### src/design/acmc_pkg.sv
// constants and types for the converter operating-mode control
// Summary of operation
// - the three-bit mode setting is read-write and comes out of reset as zero, so continuous conversion is the default.
// - mode 000 converts again and again at the set rate, staying on one enabled channel or stepping through all enabled ones.
// - mode 001 converts the enabled channel once, or makes one pass over all enabled channels.
// - when the one-shot pass is over the converter drops to standby, code 010, with no further host write.
// - mode 011 powers every block down and the configuration counts as lost.
// - power-down is entered only when the mode just before it was standby, so the host selects standby first.
// - power-down is left only through a reset of the serial interface, which the host has to issue.
// - mode 110 takes the present input as the zero point and writes the result to that channel's offset coefficient.
// - a finished offset calibration moves the converter to standby, as after a one-shot pass.
// - full-scale calibration takes the present input as the full-scale point for the gain coefficient.
// - a finished full-scale calibration stores its coefficient in that channel's gain register, then goes to standby.
package acmc_pkg;

	////////////////////////////////////////////////////////////////////////
	localparam int MODE_W = 3;
	localparam int MODE_LSB = 4;
	localparam int MODE_MSB = 6;
	localparam int CFG_W = 16;
	localparam int DATA_W = 24;
	localparam int CH_IDX_W = 4;

	localparam logic [2:0] MODE_CONT = 3'h0;
	localparam logic [2:0] MODE_SINGLE = 3'h1;
	localparam logic [2:0] MODE_STBY = 3'h2;
	localparam logic [2:0] MODE_PDOWN = 3'h3;
	localparam logic [2:0] MODE_RSV_A = 3'h4;
	localparam logic [2:0] MODE_RSV_B = 3'h5;
	localparam logic [2:0] MODE_OFSCAL = 3'h6;
	localparam logic [2:0] MODE_GAINCAL = 3'h7;
	localparam logic [2:0] MODE_RST = MODE_CONT;

	////////////////////////////////////////////////////////////////////////
	typedef enum logic [5:0] {
		ST_CONT = 6'h01,
		ST_SINGLE = 6'h02,
		ST_STBY = 6'h04,
		ST_PDOWN = 6'h08,
		ST_OFSCAL = 6'h10,
		ST_GAINCAL = 6'h20
	} acmc_state_t;

	// one conversion or coefficient word with its channel
	typedef struct packed {
		logic valid;
		logic [CH_IDX_W-1:0] chan;
		logic [DATA_W-1:0] data;
	} acmc_word_t;

endpackage

### src/design/acmc_tick_div.sv
// conversion-rate divider giving one-cycle enable pulses
`timescale 1ns/1ps
module acmc_tick_div #(
	parameter int W = 16
) (
	input wire logic clk_sys,
	input wire logic sys_rst,
	input wire logic en,
	input wire logic clr,
	input wire logic [W-1:0] period,
	output logic tick
);

	logic [W-1:0] cnt_r;
	logic [W-1:0] cnt_nxt;

	////////////////////////////////////////////////////////////////////////
	// a period of zero or one gives a tick on every cycle
	always_comb begin
		tick = en && !clr &&
			((period <= W'(1)) || (cnt_r == period - W'(1)));
		if (clr || !en || tick) begin
			cnt_nxt = '0;
		end else begin
			cnt_nxt = cnt_r + W'(1);
		end
	end

	always_ff @(posedge clk_sys) begin
		if (sys_rst) begin
			cnt_r <= '0;
		end else begin
			cnt_r <= cnt_nxt;
		end
	end

endmodule

### src/design/acmc_top.sv
// converter operating-mode control: mode field, sequencing, calibration
`timescale 1ns/1ps
module acmc_top #(
	parameter int NUM_CH = 4,
	parameter int DIV_W = 16
) (
	input wire logic clk_sys,
	input wire logic sys_rst,
	input wire logic cfg_wr,
	input wire logic [acmc_pkg::CFG_W-1:0] cfg_wdata,
	input wire logic if_reset,
	input wire logic [NUM_CH-1:0] ch_enable,
	input wire logic [DIV_W-1:0] conv_period,
	input wire logic [acmc_pkg::DATA_W-1:0] sample_data,
	output logic [acmc_pkg::MODE_W-1:0] mode_code_r,
	output logic converting_r,
	output logic powered_down_r,
	output logic cfg_lost_r,
	output logic [acmc_pkg::CH_IDX_W-1:0] chan_r,
	output acmc_pkg::acmc_word_t result_r,
	output acmc_pkg::acmc_word_t ofs_wr_r,
	output acmc_pkg::acmc_word_t gain_wr_r
);

	////////////////////////////////////////////////////////////////////////
	// channel search helpers
	function automatic logic [acmc_pkg::CH_IDX_W-1:0] first_en(
		input logic [NUM_CH-1:0] en
	);
		logic [acmc_pkg::CH_IDX_W-1:0] idx;
		idx = '0;
		for (int i = NUM_CH - 1; i >= 0; i--) begin
			if (en[i]) begin
				idx = acmc_pkg::CH_IDX_W'(i);
			end
		end
		return idx;
	endfunction

	// lowest enabled channel above cur; found low means cur was the last
	function automatic logic [acmc_pkg::CH_IDX_W:0] next_en(
		input logic [NUM_CH-1:0] en,
		input logic [acmc_pkg::CH_IDX_W-1:0] cur
	);
		logic [acmc_pkg::CH_IDX_W:0] res;
		res = '0;
		for (int i = NUM_CH - 1; i >= 0; i--) begin
			if (en[i] && (i > int'(cur))) begin
				res = {1'b1, acmc_pkg::CH_IDX_W'(i)};
			end
		end
		return res;
	endfunction

	function automatic logic [2:0] code_of(input acmc_pkg::acmc_state_t s);
		case (s)
			acmc_pkg::ST_CONT: code_of = acmc_pkg::MODE_CONT;
			acmc_pkg::ST_SINGLE: code_of = acmc_pkg::MODE_SINGLE;
			acmc_pkg::ST_STBY: code_of = acmc_pkg::MODE_STBY;
			acmc_pkg::ST_PDOWN: code_of = acmc_pkg::MODE_PDOWN;
			acmc_pkg::ST_OFSCAL: code_of = acmc_pkg::MODE_OFSCAL;
			acmc_pkg::ST_GAINCAL: code_of = acmc_pkg::MODE_GAINCAL;
			default: code_of = acmc_pkg::MODE_RST;
		endcase
	endfunction

	////////////////////////////////////////////////////////////////////////
	acmc_pkg::acmc_state_t state_r;
	acmc_pkg::acmc_state_t state_nxt;
	logic [acmc_pkg::CH_IDX_W-1:0] chan_nxt;
	logic [acmc_pkg::MODE_W-1:0] mode_code_nxt;
	logic converting_nxt;
	logic powered_down_nxt;
	logic cfg_lost_nxt;
	acmc_pkg::acmc_word_t result_nxt;
	acmc_pkg::acmc_word_t ofs_wr_nxt;
	acmc_pkg::acmc_word_t gain_wr_nxt;
	logic [acmc_pkg::MODE_W-1:0] wr_mode;
	logic [acmc_pkg::CH_IDX_W-1:0] first_ch;
	logic [acmc_pkg::CH_IDX_W:0] next_ch;
	logic any_en;
	logic run;
	logic restart;
	logic tick;

	assign wr_mode = cfg_wdata[acmc_pkg::MODE_MSB:acmc_pkg::MODE_LSB];
	assign first_ch = first_en(ch_enable);
	assign next_ch = next_en(ch_enable, chan_r);
	assign any_en = |ch_enable;
	// no enabled channel means nothing to convert, so the rate stops
	assign run = any_en && converting_r;
	assign restart = if_reset || (cfg_wr && (state_r != acmc_pkg::ST_PDOWN));

	acmc_tick_div #(
		.W(DIV_W)
	) u_rate (
		.clk_sys(clk_sys),
		.sys_rst(sys_rst),
		.en(run),
		.clr(restart),
		.period(conv_period),
		.tick(tick)
	);

	////////////////////////////////////////////////////////////////////////
	// mode sequencing; a host write that selects a mode beats an automatic drop to standby
	always_comb begin
		state_nxt = state_r;
		chan_nxt = chan_r;
		result_nxt = '0;
		ofs_wr_nxt = '0;
		gain_wr_nxt = '0;
		case (state_r)
			acmc_pkg::ST_CONT: begin
				if (tick) begin
					result_nxt = {1'b1, chan_r, sample_data};
					chan_nxt = next_ch[acmc_pkg::CH_IDX_W] ?
						next_ch[acmc_pkg::CH_IDX_W-1:0] : first_ch;
				end
			end
			acmc_pkg::ST_SINGLE: begin
				if (tick) begin
					result_nxt = {1'b1, chan_r, sample_data};
					if (next_ch[acmc_pkg::CH_IDX_W]) begin
						chan_nxt = next_ch[acmc_pkg::CH_IDX_W-1:0];
					end else begin
						state_nxt = acmc_pkg::ST_STBY;
					end
				end
			end
			acmc_pkg::ST_OFSCAL: begin
				if (tick) begin
					ofs_wr_nxt = {1'b1, chan_r, sample_data};
					state_nxt = acmc_pkg::ST_STBY;
				end
			end
			acmc_pkg::ST_GAINCAL: begin
				if (tick) begin
					gain_wr_nxt = {1'b1, chan_r, sample_data};
					state_nxt = acmc_pkg::ST_STBY;
				end
			end
			acmc_pkg::ST_STBY: begin
			end
			acmc_pkg::ST_PDOWN: begin
			end
			default: begin
				state_nxt = acmc_pkg::ST_CONT;
			end
		endcase
		// writes are ignored while powered down
		if (cfg_wr && (state_r != acmc_pkg::ST_PDOWN)) begin
			chan_nxt = first_ch;
			case (wr_mode)
				acmc_pkg::MODE_CONT: begin
					state_nxt = acmc_pkg::ST_CONT;
				end
				acmc_pkg::MODE_SINGLE: begin
					state_nxt = acmc_pkg::ST_SINGLE;
				end
				acmc_pkg::MODE_STBY: begin
					state_nxt = acmc_pkg::ST_STBY;
				end
				acmc_pkg::MODE_PDOWN: begin
					if (state_r == acmc_pkg::ST_STBY) begin
						state_nxt = acmc_pkg::ST_PDOWN;
					end
				end
				acmc_pkg::MODE_OFSCAL: begin
					state_nxt = acmc_pkg::ST_OFSCAL;
				end
				acmc_pkg::MODE_GAINCAL: begin
					state_nxt = acmc_pkg::ST_GAINCAL;
				end
				default: begin
					chan_nxt = chan_r;
				end
			endcase
		end
		// interface reset is the only way out of power-down
		if (if_reset) begin
			state_nxt = acmc_pkg::ST_CONT;
			chan_nxt = first_ch;
		end
		mode_code_nxt = code_of(state_nxt);
		converting_nxt = (state_nxt == acmc_pkg::ST_CONT) ||
			(state_nxt == acmc_pkg::ST_SINGLE) ||
			(state_nxt == acmc_pkg::ST_OFSCAL) ||
			(state_nxt == acmc_pkg::ST_GAINCAL);
		powered_down_nxt = (state_nxt == acmc_pkg::ST_PDOWN);
		cfg_lost_nxt = (state_nxt == acmc_pkg::ST_PDOWN) &&
			(state_r != acmc_pkg::ST_PDOWN);
	end

	always_ff @(posedge clk_sys) begin
		if (sys_rst) begin
			state_r <= acmc_pkg::ST_CONT;
			chan_r <= '0;
			mode_code_r <= acmc_pkg::MODE_RST;
			converting_r <= 1'b1;
			powered_down_r <= 1'b0;
			cfg_lost_r <= 1'b0;
			result_r <= '0;
			ofs_wr_r <= '0;
			gain_wr_r <= '0;
		end else begin
			state_r <= state_nxt;
			chan_r <= chan_nxt;
			mode_code_r <= mode_code_nxt;
			converting_r <= converting_nxt;
			powered_down_r <= powered_down_nxt;
			cfg_lost_r <= cfg_lost_nxt;
			result_r <= result_nxt;
			ofs_wr_r <= ofs_wr_nxt;
			gain_wr_r <= gain_wr_nxt;
		end
	end
endmodule

### config.mk
export PLATFORM = sky130hd
export DESIGN_NAME = acmc_top
export DESIGN_NICKNAME = d
export VERILOG_FILES = /design/src/design/acmc_pkg.sv /design/src/design/acmc_tick_div.sv /design/src/design/acmc_top.sv
export SDC_FILE = /design/constraint.sdc
export NUM_CORES = 1
export LEC_CHECK = 0
export BUFFER_PORTS_ARGS = -buffer_cell sky130_fd_sc_hd__buf_4
export CAP_MARGIN = 15
export CORE_MARGIN = 2
export CORE_UTILIZATION = 40
export DETAILED_ROUTE_END_ITERATION = 6
export PLACE_DENSITY = 0.64
export SYNTH_ARGS = -nofsm -noshare
export SYNTH_HDL_FRONTEND = slang
export SYNTH_SLANG_ARGS = --single-unit
### constraint.sdc
create_clock -name clk_sys -period 3.1 [get_ports clk_sys]
set_input_delay 0.155 -clock clk_sys [delete_from_list [all_inputs] [get_ports clk_sys]]
set_output_delay 0.155 -clock clk_sys [all_outputs]
set_load 0.01 [all_outputs]
==> flow_summary.toml <==
[timing]
fmax_mhz = 363
tns_ns = 0
setup_viol = 0
clock_skew_ns = 0.00551
relSlewSlack = 0.581
fin_crit_sh = 0.889
slew_viol_final = 0
min_period_ns = 2.76
tightest_slew_ns = 0.623
finalHoldViolCount = 0
rsz0062_at_grt = "no"

[synth]
synthTopCellsByCount = "dfxtp_1 (111), and2_1 (78), nor2_1 (39)"
synth.top_cell.area_share = 0.488
synth-compound-area-share = 0.101
synth_ff_type = "dfxtp_1"
synth.yosys.seq_area_share = 0.488
synth_top_cell_by_area = "dfxtp_1"
synth-seq-cells = 111
yosysWarnings = 0
synth-simple-area-share = 0.280
synthXorXnorAreaFrac = 0.0731
syn_area_sq_um = 4560
yosys.cell_types.count = 58
synth-edff-count = 0
synthMuxAreaShare = 0.00247
postSynthCellCount = 477
post-synth-top-count-cell = "dfxtp_1"
syn_area_per_cell_sq_um = 9.55
synth_fa_ha_area_frac = 0.00824
synthTopCellsByArea = "dfxtp_1 (49%), and2_1 (11%), xor2_1 (3.8%)"
synth_top_family_by_area = "simple AND/OR/NAND/NOR gates"
async_flop_share = 0

[critical_path]
worstSetupPathType = "reg -> reg"
worstPathArrival_ns = 3.00
critPathRequiredTime_ns = 3.34
cp_max_fo = 8
worstSetupEndpointType = "flip-flop"
start_kind = "flip-flop"

[drt]
routed_wl_microns = 11100
drt.antenna.violating_nets = 0
via_per_inst = 4.96
vias = 3784
dr.pass1.iters = 4
avgRoutedWirePerCell_microns = 14.6
dr.first_iter.drc_count = 209
drc_errors = 0

[global_route]
grt_first_pass_wirelength_microns = 17900
grtUsageTotal = 0.180
grt_pass1_vias = 3596
antenna_found_initial = 1
grt_max_degree = 28
grt_overflow = 0

[clock_network]
cts_resized = 0
hold_buffers = 1
cts-root-buf = "clkbuf_16"
htree_levels = 3
cts_tree = "built"
post_cts_buffers = 0
path_clk_slew_ns = 0.07
cts.sinks = 111
clk_latency_ns = 0.35
cts_buffer_depth = 2
cts_buffers = 9

[outcome]
status = "completed"

[power]
leakage_uw = 0.00261
ir_worst_vdd_uv = 393
power_per_cell_area_nw_per_um2 = 463

[placed_design]
portBuffers = 139
post-place-cells = 745
place_congestion = 0.887
hpwl_microns = 8300

[die]
die_w_microns = 111
coreArea_sq_um = 11000
die_h_microns = 111
die-area_sq_um = 12300
start_util = 0.415
ioPinCount = 161
rows = 38

[cells_and_area]
drive_gt1_frac = 0.275
syn_to_final_growth_pct = 33.0
final_cells = 763
utilization = 0.552
nets = 684

[min_path]
hold_class = "in -> reg"

[run]
cap_violations = 0
path summary, 6_finish.rpt:
path | from | end | slack, ns | cells after the start
setup reg to reg | u_rate.cnt_r[3] | mode_code_r[0] | 0.34 | 9
setup / recovery | u_rate.cnt_r[3] | mode_code_r[0] | 0.34 | 9
hold reg to reg | u_rate.cnt_r[0] | u_rate.cnt_r[0] | 0.50 | 1
hold / removal | sample_data[5] | ofs_wr_r[5] | 0.02 | 2
per-layer routing:
metal  GRT usage  vias up  routed length, microns
li1            -     1899                       -
met1       0.237     1705                    5180
met2       0.281      167                    4940
met3      0.0552       13                     865
met4      0.0625        0                     142
met5           0        -                       0
layout by cell type (no fill, tap or decap), drive strengths merged, types with 4 or more instances in the layout:
| cell type | Yosys | routed |
|---|---|---|
| a21oi | 10 | 10 |
| a31oi | 5 | 5 |
| and2 | 78 | 78 |
| and3 | 9 | 9 |
| buf | 16 | 148 |
| clkbuf | 11 | 11 |
| conb | 1 | 8 |
| dfxtp | 111 | 111 |
| inv | 9 | 11 |
| nand2 | 23 | 23 |
| nand2b | 4 | 4 |
| nand3 | 17 | 17 |
| nor2 | 39 | 39 |
| nor2b | 4 | 4 |
| nor3 | 18 | 18 |
| nor4 | 10 | 10 |
| o211ai | 5 | 5 |
| o21ai | 15 | 15 |
| or4 | 5 | 5 |
| xnor2 | 18 | 18 |
| xor2 | 20 | 20 |
stage by stage:
step                      power, uW  instance area (sq um)  hold slack (ns)  setup WS [ns]
final                          2800                   6060           0.0154          0.345
after global routing           2910                   6060          0.00272          0.138
after CTS                      2840                   6060          0.00241          0.334
after detailed placement       1660                   5740            0.373         0.0705
after global placement         1650                   5740            0.372          0.116
after floorplan                1560                   4580            0.277          0.412
logic make-up (layout without fill, tap and decap cells):
group	after synthesis	count (layout)
other	1	9
flip-flops	111	111
buffers and inverters	36	174
AO/OA/AOI/OAI	65	65
XOR/XNOR	38	38
adder cells (fa/ha/maj)	3	3
multiplexers	1	1
AND/OR/NAND/NOR	222	222
final cells by class:
type | count | area, sq um
clock inverter | 5 | 63.8
antenna | 1 | 2.50
tap | 140 | 175
multi-input combinational | 337 | 2150
clock buffer | 11 | 243
fill | 1006 | 4920
sequential | 111 | 2220
inverter | 9 | 33.8
timing repair buffer | 149 | 1170
state kept, by name, indices dropped and copies added, names as in the netlist:
register and cells:
cfg_lost_r 1, chan_r 2, converting_r 1, gain_wr_r 27, mode_code_r 3, ofs_wr_r 27, powered_down_r 1, result_r 27
state_r 6, u_rate.cnt_r 16
critical path: stages (launching register included):
cell and delay [ns]:
dfxtp_1 0.39, xor2_1 0.18, xnor2_1 0.14, nand3_1 0.10
a2111oi_1 0.43, buf_4 0.20, nand2b_4 0.06, o41a_4 0.51
or3_1 0.41, a31o_1 0.22
power by group:
group | switching [uW] | leakage, uW | internal, uW
registers | 6.94 | 0.000894 | 1430
logic | 102 | 0.00157 | 89.7
clock network | 517 | 0.000152 | 657
Note: power is estimated with default switching activity, not from simulation.
